## config.mk

```make
export PLATFORM = sky130hd
export DESIGN_NAME = timer_buzzer_pwm_output
export DESIGN_NICKNAME = d
export VERILOG_FILES = /design/src/hdl/timer_pwm_pkg.sv /design/src/hdl/timer_core_if.sv /design/src/hdl/tick_source.sv /design/src/hdl/pwm_compare.sv /design/src/hdl/timer_buzzer_pwm_output.sv
export VERILOG_INCLUDE_DIRS = /design/src /design/src/hdl
export SDC_FILE = /design/constraint.sdc
export NUM_CORES = 1
export LEC_CHECK = 0
export BUFFER_PORTS_ARGS = -buffer_cell sky130_fd_sc_hd__buf_2
export CAP_MARGIN = 20
export CORE_ASPECT_RATIO = 0.9
export CORE_MARGIN = 5
export CORE_UTILIZATION = 58
export DETAILED_ROUTE_END_ITERATION = 7
export PLACE_DENSITY = 0.81
export SETUP_SLACK_MARGIN = 0.05
export SYNTH_ARGS = -nofsm -noshare
export SYNTH_HDL_FRONTEND = slang
export SYNTH_HIERARCHICAL = 1
export SYNTH_SLANG_ARGS = --single-unit
```

## constraint.sdc

```tcl
create_clock -name clk_i -period 3.6 [get_ports clk_i]
set_input_delay 0.18 -clock clk_i [delete_from_list [all_inputs] [get_ports clk_i]]
set_output_delay 0.18 -clock clk_i [all_outputs]
set_load 0.01 [all_outputs]
```

## src/hdl/timer_pwm_regs.svh

```systemverilog
`ifndef TIMER_PWM_REGS_SVH
`define TIMER_PWM_REGS_SVH

// field positions inside timer_mode_reg
`define TMR_PWM_BIT 0
`define TMR_TOG_BIT 1
`define TMR_ALOAD_BIT 2
`define TMR_CKS_BIT 3
`define TMR_RATE_LSB 4
`define TMR_RATE_MSB 6
`define TMR_RUN_BIT 7

// counter boundaries for each modulus
`define TOP_256 8'hFF
`define TOP_64 8'h3F
`define TOP_32 8'h1F
`define TOP_16 8'h0F

// reset and step values
`define COUNT_ZERO 8'h00
`define COUNT_STEP 8'h01
`define RELOAD_RST 8'h00
`define PRESCALE_FULL 8'hFF
`define EXT_IDLE 1'b1

`endif

```

## src/hdl/timer_pwm_pkg.sv

```systemverilog
package timer_pwm_pkg;

    typedef logic [7:0] count_t;
    typedef logic [2:0] rate_t;

    // modulus picked by {auto_reload_bit, toggle_out_enable} in pwm mode
    typedef enum logic [1:0] {
        MOD_256 = 2'b00,
        MOD_64 = 2'b01,
        MOD_32 = 2'b10,
        MOD_16 = 2'b11
    } pwm_range_t;

endpackage : timer_pwm_pkg

```

## src/hdl/timer_core_if.sv

```systemverilog
`timescale 1ns/100ps

// signals shared by the counter core, the tick source and the comparator
interface timer_core_if;
    import timer_pwm_pkg::*;
    logic run;
    logic ext_select;
    rate_t rate;
    logic tick;
    logic pwm_mode;
    count_t count;
    count_t reference;
    count_t top;
    logic pwm_level;

    modport core (output run, ext_select, rate, pwm_mode, count, reference, top,
                  input tick, pwm_level);
    modport source (input run, ext_select, rate, output tick);
    modport compare (input run, pwm_mode, count, reference, top, output pwm_level);
endinterface : timer_core_if

```

## src/hdl/tick_source.sv

```systemverilog
`timescale 1ns/100ps
`include "timer_pwm_regs.svh"

module tick_source
    import timer_pwm_pkg::*;
#(
    parameter int unsigned PRESCALE_W = 8
)
(
    input wire logic clk_i,
    input wire logic reset_n_i,
    input wire logic ext_event_i,
    timer_core_if.source core
);

    logic [PRESCALE_W-1:0] prescale_r;
    logic ext_meta_r;
    logic ext_sync_r;
    logic ext_last_r;
    logic int_tick;
    logic ext_fall;

    // divisor 256 for code 000, halving each step down to 2 for 111
    function automatic logic [PRESCALE_W-1:0] rate_mask(input rate_t rate);
        rate_mask = {PRESCALE_W{1'b1}} >> rate;
    endfunction : rate_mask

    // free prescaler, held at zero while the timer is stopped
    always_ff @(posedge clk_i or negedge reset_n_i) begin
        if (!reset_n_i) begin
            prescale_r <= '0;
        end else if (!core.run) begin
            prescale_r <= '0;
        end else begin
            prescale_r <= prescale_r + 1'b1;
        end
    end

    // two-stage synchroniser and falling edge detect on the event pin
    always_ff @(posedge clk_i or negedge reset_n_i) begin
        if (!reset_n_i) begin
            ext_meta_r <= `EXT_IDLE;
            ext_sync_r <= `EXT_IDLE;
            ext_last_r <= `EXT_IDLE;
        end else begin
            ext_meta_r <= ext_event_i;
            ext_sync_r <= ext_meta_r;
            ext_last_r <= ext_sync_r;
        end
    end

    assign int_tick = (prescale_r & rate_mask(core.rate)) == rate_mask(core.rate);
    assign ext_fall = ext_last_r & ~ext_sync_r;
    // rate field has no effect with the event source selected
    assign core.tick = core.run & (core.ext_select ? ext_fall : int_tick);
endmodule : tick_source

```

## src/hdl/pwm_compare.sv

```systemverilog
`timescale 1ns/100ps

module pwm_compare
    import timer_pwm_pkg::*;
(
    input wire logic clk_i,
    input wire logic reset_n_i,
    timer_core_if.compare core
);

    count_t count_m;
    count_t ref_m;

    // values beyond the range are the caller's fault; only the in-range bits count
    assign count_m = core.count & core.top;
    assign ref_m = core.reference & core.top;

    // high below the reference, low from equality on; zero after wrap restarts high
    always_ff @(posedge clk_i or negedge reset_n_i) begin
        if (!reset_n_i) begin
            core.pwm_level <= 1'b0;
        end else begin
            core.pwm_level <= core.run & core.pwm_mode & (count_m < ref_m);
        end
    end
endmodule : pwm_compare

```

## src/hdl/timer_buzzer_pwm_output.sv

```systemverilog
`timescale 1ns/100ps
`include "timer_pwm_regs.svh"

module timer_buzzer_pwm_output
    import timer_pwm_pkg::*;
#(
    parameter int unsigned PRESCALE_W = 8
)
(
    input wire logic clk_i,
    input wire logic reset_n_i,
    input wire logic [7:0] timer_mode_reg_i,
    input wire logic timer_irq_enable_i,
    input wire logic count_wr_i,
    input wire logic [7:0] count_wdata_i,
    input wire logic reload_wr_i,
    input wire logic [7:0] reload_wdata_i,
    input wire logic irq_clr_i,
    input wire logic ext_event_i,
    output logic [7:0] timer_count_reg_o,
    output logic timer_irq_flag_o,
    output logic irq_o,
    output logic overflow_o,
    output logic shared_out_pin_o,
    output logic shared_out_oe_o
);

    timer_core_if core ();

    logic timer_run_bit;
    logic timer_clock_select;
    logic auto_reload_bit;
    logic toggle_out_enable;
    logic pwm_out_enable;
    pwm_range_t range;
    count_t top;
    logic reload_active;
    logic toggle_active;
    logic ovf;
    count_t count_r;
    count_t count_nxt;
    count_t reload_r;
    logic toggle_r;
    logic toggle_pin_r;
    logic irq_flag_r;
    logic oe_r;
    logic ovf_r;

    // boundary for each modulus code
    function automatic count_t range_top(input pwm_range_t r);
        case (r)
            MOD_256: range_top = `TOP_256;
            MOD_64: range_top = `TOP_64;
            MOD_32: range_top = `TOP_32;
            default: range_top = `TOP_16;
        endcase
    endfunction : range_top

    // mode field decode
    assign timer_run_bit = timer_mode_reg_i[`TMR_RUN_BIT];
    assign timer_clock_select = timer_mode_reg_i[`TMR_CKS_BIT];
    assign auto_reload_bit = timer_mode_reg_i[`TMR_ALOAD_BIT];
    assign toggle_out_enable = timer_mode_reg_i[`TMR_TOG_BIT];
    assign pwm_out_enable = timer_mode_reg_i[`TMR_PWM_BIT];
    assign range = pwm_range_t'({auto_reload_bit, toggle_out_enable});

    // counter boundary and reload control
    assign top = pwm_out_enable ? range_top(range) : `TOP_256;
    assign reload_active = auto_reload_bit | pwm_out_enable;
    // toggle bit only means buzzer while the pwm bit is clear
    assign toggle_active = toggle_out_enable & ~pwm_out_enable;
    assign ovf = core.tick & (count_r == top);

    // hookup to tick source and comparator
    assign core.run = timer_run_bit;
    assign core.ext_select = timer_clock_select;
    assign core.rate = timer_mode_reg_i[`TMR_RATE_MSB:`TMR_RATE_LSB];
    assign core.pwm_mode = pwm_out_enable;
    assign core.count = count_r;
    assign core.reference = reload_r;
    assign core.top = top;

    tick_source #(
        .PRESCALE_W(PRESCALE_W)
    ) u_tick (
        .clk_i(clk_i),
        .reset_n_i(reset_n_i),
        .ext_event_i(ext_event_i),
        .core(core)
    );

    pwm_compare u_cmp (
        .clk_i(clk_i),
        .reset_n_i(reset_n_i),
        .core(core)
    );

    // next count: software write first, then tick step or overflow load
    always_comb begin
        count_nxt = count_r;
        if (count_wr_i) begin
            count_nxt = count_wdata_i;
        end else if (ovf) begin
            if (pwm_out_enable) begin
                count_nxt = `COUNT_ZERO;
            end else if (reload_active) begin
                count_nxt = reload_r;
            end else begin
                count_nxt = `COUNT_ZERO;
            end
        end else if (core.tick) begin
            count_nxt = count_r + `COUNT_STEP;
        end
    end

    // counter register
    always_ff @(posedge clk_i or negedge reset_n_i) begin
        if (!reset_n_i) begin
            count_r <= `COUNT_ZERO;
        end else begin
            count_r <= count_nxt;
        end
    end

    // reference has no read path and acts at once on the compare
    always_ff @(posedge clk_i or negedge reset_n_i) begin
        if (!reset_n_i) begin
            reload_r <= `RELOAD_RST;
        end else if (reload_wr_i) begin
            reload_r <= reload_wdata_i;
        end
    end

    // buzzer toggle flips on every overflow while toggle_active, held low otherwise
    always_ff @(posedge clk_i or negedge reset_n_i) begin
        if (!reset_n_i) begin
            toggle_r <= 1'b0;
        end else if (!toggle_active) begin
            toggle_r <= 1'b0;
        end else if (ovf) begin
            toggle_r <= ~toggle_r;
        end
    end

    // buzzer pin level, held low while stopped
    always_ff @(posedge clk_i or negedge reset_n_i) begin
        if (!reset_n_i) begin
            toggle_pin_r <= 1'b0;
        end else begin
            toggle_pin_r <= timer_run_bit & toggle_active & toggle_r;
        end
    end

    // sticky overflow flag, a new overflow beats the clear
    always_ff @(posedge clk_i or negedge reset_n_i) begin
        if (!reset_n_i) begin
            irq_flag_r <= 1'b0;
        end else if (ovf) begin
            irq_flag_r <= 1'b1;
        end else if (irq_clr_i) begin
            irq_flag_r <= 1'b0;
        end
    end

    // pin ownership and overflow strobe
    always_ff @(posedge clk_i or negedge reset_n_i) begin
        if (!reset_n_i) begin
            oe_r <= 1'b0;
            ovf_r <= 1'b0;
        end else begin
            oe_r <= pwm_out_enable | toggle_active;
            ovf_r <= ovf;
        end
    end

    // outputs
    assign timer_count_reg_o = count_r;
    assign timer_irq_flag_o = irq_flag_r;
    assign irq_o = irq_flag_r & timer_irq_enable_i;
    assign overflow_o = ovf_r;
    assign shared_out_pin_o = pwm_out_enable ? core.pwm_level : toggle_pin_r;
    assign shared_out_oe_o = oe_r;
endmodule : timer_buzzer_pwm_output

```

[Yosys cells after proc, flatten, opt, wreduce, memory -nomap -nowiden]
Cells that the tools add are included.
Storage, ports and cells
  register bits after elaboration: 33
  input bits: 31
  output and inout bits: 13
  logic and storage cells: 55
Operators by class
  $add $sub $neg: 2
  magnitude comparators: 1
  eq/ne operators: 5
  shifts and indexed selects: 1
  multiplexer cells: 14
  bitwise logic cells: 17
  reductions and logical operators: 3
Operator list (number)
  two-way mux 8 bit: 7
  AND 8 bit: 3
  one-hot mux 8 bit (3 select lines): 1
  adder 8 x 1 -> 8 bit, second input constant: 2
  == test 8 bit: 2
  AND 1 bit: 9
  < comparator 8 bit: 1
  right shift 8 x 3 -> 8 bit, first input constant: 1
  two-way mux 1 bit: 6
  inverter 1 bit: 3
  nonzero test 3 bit: 1
  == test 2 x 1 -> 1 bit, second input constant: 1
  == test 2 bit, second input constant: 1
  logical NOT 2 bit: 1
  != test 2 x 1 -> 1 bit, second input constant: 1
  bitwise OR 1 bit: 2
  nonzero test 2 bit: 1

[Longest topological paths before layout]
Gate-level depths: netlist of run 1.
  word-level depth: 8
  gate-level depth with buffers: 8

[Hierarchy]
The synthesis of run 1 kept the hierarchy.
By module, submodules not included
  timer_buzzer_pwm_output: times used 1, cells each 116, area an instance 1199.9 µm², sequential area each 525.5 µm²
  tick_source: times used 1, cells each 48, area an instance 514.2 µm², sequential area each 279.0 µm²
  pwm_compare: times used 1, cells each 34, area an instance 255.2 µm², sequential area each 25.0 µm²

[Worst setup path before layout of run 1]
No wires, ideal clock.
  path type: reg-to-reg
  start: reg u_tick.prescale_r[2]
  end: reg count_r[7] (netlist: timer_count_reg_o[7])
  arrival time: 1.808 ns
  slack: 1.666 ns
  stages on the path, launching flop included: 8
  clock period less this slack: 1.934 ns
  cells stage by stage: dfrtp_1 a21o_2 o2111ai_1 a221oi_1 buf_2 nand4_4 mux2i_1 a221o_1
Between the ends
  word-level cells in the longest chain between the ends: 7
RTL lines
  from (decl): line tick_source.sv:16  | logic [PRESCALE_W-1:0] prescale_r;
  from (signal assigned): line tick_source.sv:35  | prescale_r <= prescale_r + 1'b1;
  AND 8 bit (*): line tick_source.sv:52  | assign int_tick = (prescale_r & rate_mask(core.rate)) == rate_mask(core.rate);
  == test 8 bit (*): line tick_source.sv:52
  two-way mux 1 bit (*): line tick_source.sv:55  | assign core.tick = core.run & (core.ext_select ? ext_fall : int_tick);
  AND 1 bit (*): line tick_source.sv:55
  via core.tick: line timer_core_if.sv:9  | logic tick;
  AND 1 bit: line timer_buzzer_pwm_output.sv:72  | assign ovf = core.tick & (count_r == top);
  two-way mux 8 bit: line timer_buzzer_pwm_output.sv:103  | end else if (ovf) begin
  two-way mux 8 bit: line timer_buzzer_pwm_output.sv:101  | if (count_wr_i) begin
  to (signal assigned): line timer_buzzer_pwm_output.sv:119  | count_r <= `COUNT_ZERO;
  to (signal assigned): line timer_buzzer_pwm_output.sv:121  | count_r <= count_nxt;
  to (decl): line timer_buzzer_pwm_output.sv:40  | count_t count_r;
Mark *: on every way through the listed nets, which the timed path passes. The rest lies on a longest branch.
A chain may end at the register's enable or synchronous reset.

[Worst setup path in the final report of run 1]
  start: reg u_tick.prescale_r[2]
  end: reg count_r[1] (netlist: timer_count_reg_o[1])
Same word-level chain as after synthesis.

==> impl_results.md, run 1 <==
* Slowest CP cell: dfrtp_1
* Worst setup SP type: flip-flop
* Drt total wl at 4210 µm
* # DRC at 0
* 1st-pass router iterations at 5
* FFs w/ async S/R, synth at 100%
* Post-Synthesis Cells at 198
* Num CTS Buffers at 5
* Largest net degree at the start of global routing at 34
* Starting DRC count in detailed routing at 113
* Max Root-Sink Buffers at 2
* CP max FO at 11
* Synth Area in Adders at 5.72%
* Max Clk Rate at 449 MHz
* IO Pins at 44
* Mux share of post-synthesis cell area at 8.07%
* Max-slew violations at 0
* GPL Wtd Cong at 0.797
* Crit path capture type: flip-flop
* Worst endpoint required time at 3.84 ns
* Rows at 20
* Mapped cell area at 1970 µm²
* Cell variety after synth at 53
* Nets@finish at 290
* RSZ-0062 raised after global routing: no
* Sink Count at 33
* Hold slack at 0.0649 ns
* HPWL after detailed placement at 3230 µm
* Synth warn at 6
* Die ar. at 4660 µm²
* Crit path setup slack, layout at 1.37 ns
* Post-CTS Resized at 0
* CTS tree: done
* Finished Cell Area at 2360 µm²
* Outcome: finished, final reports clean
* Post-synthesis xor/xnor area fraction at 4.45%
* Initial antenna violation count at 0
* Worst R2R Start: u_tick/prescale_r[2]$_DFF_PN0_
* Number of max-cap violations at 0
* Vias/cell at 5.56
* Vias in the first global route at 1550
* Commonest non-fill, non-tap cells in the layout: buf_2 (43), dfrtp_1 (30), nand2_1 (23)
* # setup viols final at 0
* Clock transition at the registers of the reported paths at 0.07 ns
* Detail Route Antenna Nets at 0
* Later-pin clock latency in the skew report at 0.29 ns
* Worst slew pin tran at 0.700 ns
* Post-Synth Simple-Gate Area at 21.7%
* HP Class: input port to flip-flop
* Drt wl/cell at 14.3 µm
* H-tree depth at 2
* Skew final at 0.0104 ns
* Flop pwr share at 48.0%
* Placed inst area at 2240 µm²
* Largest family of logic cells by synthesized area: simple AND/OR/NAND/NOR gates
* Final hold vios at 0
* Cell Count, Final, Fillers Out at 295
* Ys flop type: dfrtp_1
* Worst slew margin at 53.3%
* Die height at 65.3 µm
* Synth area leader: dfrtp_1
* Leakage at 1.10 nW
* Final min period at 2.23 ns
* Crit-path cells: a21o_2 > o2111ai_1 > a221oi_1 > buf_4 > inv_1 > nor2_1 > nand3_1 > mux2i_1 > a221o_1
* Comb power frac at 19.2%
* GRT overflow at 0
* Post-synthesis sequential area ratio at 42.1%
* Diodes inserted at 0
* Setup TNS at 0 ns
* First-pass GRT wire length at 7110 µm
* Synth top area cells: dfrtp_1 (38%), ha_1 (5.7%), mux2_2 (5.1%)
* Starting Density at 59.2%
* CP arrival at 2.46 ns
* Die width at 71.4 µm
* Min-delay src: irq_clr_i
* Layout cells sized above 1 at 31.9%
* Syn Area/Cell at 9.95 µm²
* Internal at 0.635 mW
* Period utilization at 61.8%
* Tot GR Track Use at 19.8%
* Post-synth top area share at 38.1%
* DP Worst Slack at 1.42 ns
* CP Launch Point: u_tick/prescale_r[2]$_DFF_PN0_
* Psw at 0.260 mW
* Setup bufs post-CTS at 0
* Clock power frac at 32.8%
* Commonest non-fill, non-tap cell in the layout: buf_2
* VDD IR-drop max at 295 µV
* #FFs+latches synth at 33
* Root buffer cell: clkbuf_8
* Dpl cells at 285
* Core Region at 3330 µm²
* Critical path class: flip-flop to flip-flop
* PD cells at 380 nW/µm²
* Net Sw Frac at 29.1%
* Synth-to-layout area growth at 19.6%
* Total number of vias at 1640
* Complex-gate fraction of the synthesized area at 15.1%
* EDFF count, synth at 0
* Number of I/O port buffers at 43
* CP max stage delay at 0.46 ns
==> area by class of cell <==
type                            count  area, µm²
Timing Repair Buffer               46        243
Clock buffer                        6       82.6
Inverter                            6       22.5
Fill cell                         284        972
Tap cell                           44       55.1
Sequential cell                    33        830
Clock inverter                      2       13.8
Multi-Input combinational cell    158       1110
==> through the flow <==
| stage | total power, mW | utilization (%) |
|---|---|---|
| after CTS | 0.899 | 70.8 |
| final | 0.895 | 70.8 |
| after detailed placement | 0.606 | 67.3 |
| after global placement | 0.601 | 67.3 |
| after floorplan | 0.541 | - |
| after global routing | 0.946 | 70.8 |
==> cells in the mapped netlist (all sizes together) (2+ instances only) <==
cell type and n:
nor3b 3, or2 2, xor2 6, dfrtp 30
a21oi 12, o31ai 2, nand2 23, o211ai 4
a311oi 2, a21o 2, nand4 3, inv 6
mux2 10, buf 3, ha 9, o21ai 7
and2 11, nand3 8, nor2 14, dfstp 3
or3 3, clkbuf 4, mux2i 3, xnor2 4
a221o 2, o21a 2, a31oi 3, and3 2
==> power by group through the flow <==
stage	clock, mW	combinational (mW)	sequential (mW)
after detailed placement	0	0.170	0.436
final	0.293	0.172	0.429
after CTS	0.297	0.173	0.429
after global routing	0.318	0.195	0.433
after floorplan	0	0.111	0.430
after global placement	0	0.167	0.434
==> routing by layer <==
metal	GRT usage [%]	up-vias	share of wire (%)
met5	0	-	0
met4	7.04	0	1.4
met3	5.35	6	7.7
met2	29.2	53	44
met1	28.0	778	47
li1	-	803	-
==> logic make-up (layout without fill, tap and decap cells) <==
group                      Yosys count  count (layout)
DFF                                 33              33
AOI/OAI and AO/OA                   42              42
buffers and inverters               13              60
and+or+nand+nor                     77              77
adders and majority gates            9               9
other                                1               7
xor gates and xnor gates            10              10
muxes                               13              13
==> timing repair <==
action / in CTS / in global routing
hold buffers: 2 / 0
endpoints found under the setup margin: 0 / 0
endpoints found under the hold margin: 31 / 0
==> final timing paths <==
kind	slack, ns	end	cells after the start
min reg2reg	0.36	u_tick/ext_sync_r$_DFF_PN1_	0
min	0.06	timer_irq_flag_o$_DFFE_PN0P_	2
min in group asynchronous	0.47	overflow_o$_DFF_PN0_	2
max reg2reg	1.37	timer_count_reg_o[1]$_DFFE_PN0P_	9
max in group asynchronous	2.68	timer_count_reg_o[0]$_DFFE_PN0P_	2
max	1.37	timer_count_reg_o[1]$_DFFE_PN0P_	9
==> worst max-delay path: cells and delay by family, from the launching register on <==
family	cells	cell delay (ns)
AOI/OAI and AO/OA	4	0.66
buffers and inverters	2	0.32
DFF	1	0.46
muxes	1	0.14
and+or+nand+nor	2	0.59
Note: power is estimated with default switching activity, not from simulation.
==> run 2, diff against run 1 <==
- ABC_AREA: default -> 1
- CORE_UTILIZATION: 58 -> 55
- PLACE_DENSITY: 0.81 -> 0.76
- clock period: 3.6 -> 2.1 ns (I/O delays scaled with it)
==> impl_results.md, run 2 <==
* Outcome: finished, final reports clean
* Max Root-Sink Buffers at 2
* GPL Wtd Cong at 0.822
* Drt total wl at 4620 µm
* EDFF count, synth at 0
* Largest net degree at the start of global routing at 34
* Post-layout util at 67.5%
* Die height at 68.9 µm
* Drt wl/cell at 12.3 µm
* GRT overflow at 0
* VDD IR-drop max at 495 µV
* Comb power frac at 24.3%
* Initial antenna violation count at 0
* Flop pwr share at 45.8%
* Worst setup SP type: flip-flop
* Num CTS Buffers at 5
* Die ar. at 5190 µm²
* Finished Cell Area at 2520 µm²
* Mapped cell area at 2120 µm²
* Count leader, synth: nand2_1
* RSZ-0062 raised after global routing: no
* Placed inst area at 2390 µm²
* Internal at 1.12 mW
* Sink Count at 33
* Commonest cells in the netlist: nand2_1 (77), inv_1 (40), dfrtp_1 (30)
* Worst R2R Start: u_tick/prescale_r[2]$_DFF_PN0_
* #FFs+latches synth at 33
* Vias in the first global route at 1727
* Clock transition at the registers of the reported paths at 0.07 ns
* Synth warn at 6
* Syn Area/Cell at 7.75 µm²
* Setup TNS at 0 ns
* Min-delay src: reload_wdata_i[6]
* # DRC at 0
* Cell variety after synth at 31
* Worst slew pin tran at 0.738 ns
* Die width at 75.4 µm
* Crit path capture type: flip-flop
* Worst slew margin at 50.8%
* Starting Density at 56.7%
* Commonest non-fill, non-tap cells in the layout: nand2_1 (77), buf_2 (43), inv_1 (40)
* Worst endpoint required time at 2.28 ns
* Diodes inserted at 0
* Core Region at 3730 µm²
* CTS tree: done
* Max Clk Rate at 542 MHz
* First-pass GRT wire length at 7720 µm
* Synth area leader: dfrtp_1
* Root buffer cell: clkbuf_8
* Psw at 0.537 mW
* Starting DRC count in detailed routing at 96
* Synth top area cells: dfrtp_1 (35%), nand2_1 (14%), inv_1 (7.1%)
* Post-synth top area share at 35.5%
* Complex-gate fraction of the synthesized area at 7.98%
* Filler cells at 326
* # setup viols final at 0
* Period utilization at 87.9%
* 1st-pass router iterations at 4
* Leakage at 1.40 nW
* Synth Area in Adders at 5.32%
* HPWL after detailed placement at 3480 µm
* Post-Synthesis Cells at 273
* Number of I/O port buffers at 43
* Commonest non-fill, non-tap cell in the layout: nand2_1
* Final min period at 1.85 ns
* CP arrival at 2.02 ns
* CP Launch Point: u_tick/prescale_r[2]$_DFF_PN0_
* Tot GR Track Use at 19.7%
* CP max FO at 11
* Total number of vias at 1883
* Nets@finish at 369
* Number of max-cap violations at 0
* Vias/cell at 5.01
* Max-slew violations at 0
* Clock power frac at 29.9%
* Rows at 21
* Ys flop type: dfrtp_1
* IO Pins at 44
* Largest family of logic cells by synthesized area: simple AND/OR/NAND/NOR gates
* PD cells at 659 nW/µm²
* Critical path class: flip-flop to flip-flop
* Synth-to-layout area growth at 19.0%
* H-tree depth at 2
* Later-pin clock latency in the skew report at 0.28 ns
* Multi-input logic area at 1130 µm²
* Detail Route Antenna Nets at 0
* Register area at 830 µm²
* FFs w/ async S/R, synth at 100%
* HP Class: input port to flip-flop
* Post-Synth Simple-Gate Area at 33.0%
* Skew final at 0.00384 ns
* Net Sw Frac at 32.4%
* Post-synthesis xor/xnor area fraction at 1.65%
* Post-synthesis sequential area ratio at 39.2%
* Mux share of post-synthesis cell area at 3.72%
* Layout cells sized above 1 at 25.5%
* Final hold vios at 0
[run 2: worst max-delay path, stage by stage (launching register included)]
cell and delay, ns:
dfrtp_1 0.41, inv_1 0.07, a21oi_2 0.13, nand2_1 0.07
nor2_1 0.08, nand2_1 0.07, a21oi_2 0.21, nand2_4 0.09
nor2_8 0.16, nand3_4 0.19, nand2_1 0.10, nand2_1 0.05
nand2_1 0.05, nand2_1 0.04
[run 2: final cells by class]
cell class              count  area share [%]
clock buffers               8            3.58
inverters                  41            6.11
multi-input cells         200            44.8
flip-flops and latches     33            32.9
well taps                  46            2.29
repair buffers             48            10.3
[run 2: repair_timing]
action                                  4_1_cts  5_1_grt
buffers inserted                              0        0
hold buffers                                  3        0
gates resized for setup                       0        1
endpoints found under the setup margin        0        9
endpoints found under the hold margin        32        0
[run 2: final timing paths]
kind                                                     to  slack (ns)  depth (start not counted)
max reg2reg                timer_count_reg_o[6]$_DFFE_PN0P_        0.25                         13
min reg2reg                     u_tick/ext_last_r$_DFF_PN1_        0.36                          0
min                           core.reference[6]$_DFFE_PN0P_        0.03                          3
max in group asynchronous     core.reference[7]$_DFFE_PN0P_        1.22                          2
max                        timer_count_reg_o[6]$_DFFE_PN0P_        0.25                         13
min in group asynchronous  timer_count_reg_o[6]$_DFFE_PN0P_        0.42                          2
[run 2: power groups by stage]
stage | sequential, mW | clock (mW) | combinational [mW]
floorplan | 0.760 | 0 | 0.270
global placement | 0.769 | 0 | 0.389
detailed placement | 0.772 | 0 | 0.397
CTS | 0.760 | 0.509 | 0.404
global route | 0.768 | 0.537 | 0.463
finish | 0.760 | 0.496 | 0.403
[run 2: through the flow]
step                power [mW]  setup slack [ns]  hold WS (ns)  std cells
floorplan                 1.03             0.449        -0.191        279
global placement          1.16             0.252         0.207        365
detailed placement        1.17             0.183         0.204        365
CTS                       1.67             0.142        0.0208        376
global route              1.77            0.0531        0.0388        376
finish                    1.66             0.254        0.0267        376
[run 2: metal layers]
metal | global-route usage (%) | vias to the layer above | part of all wire (%)
met3 | 4.06 | 5 | 5.9
met1 | 27.0 | 855 | 46
met2 | 30.6 | 44 | 47
met5 | 0 | - | 0
li1 | - | 979 | -
met4 | 7.21 | 0 | 1.1
[run 2: cells by family (layout without fill, tap and decap cells)]
group                    count (synthesis)  after routing
flip-flops                              33             33
XOR/XNOR                                 4              4
other                                    1              7
adder cells (fa/ha/maj)                  9              9
AND/OR/NAND/NOR                        146            146
AO/OA/AOI/OAI                           27             27
buffers and inverters                   46             97
multiplexers                             7              7
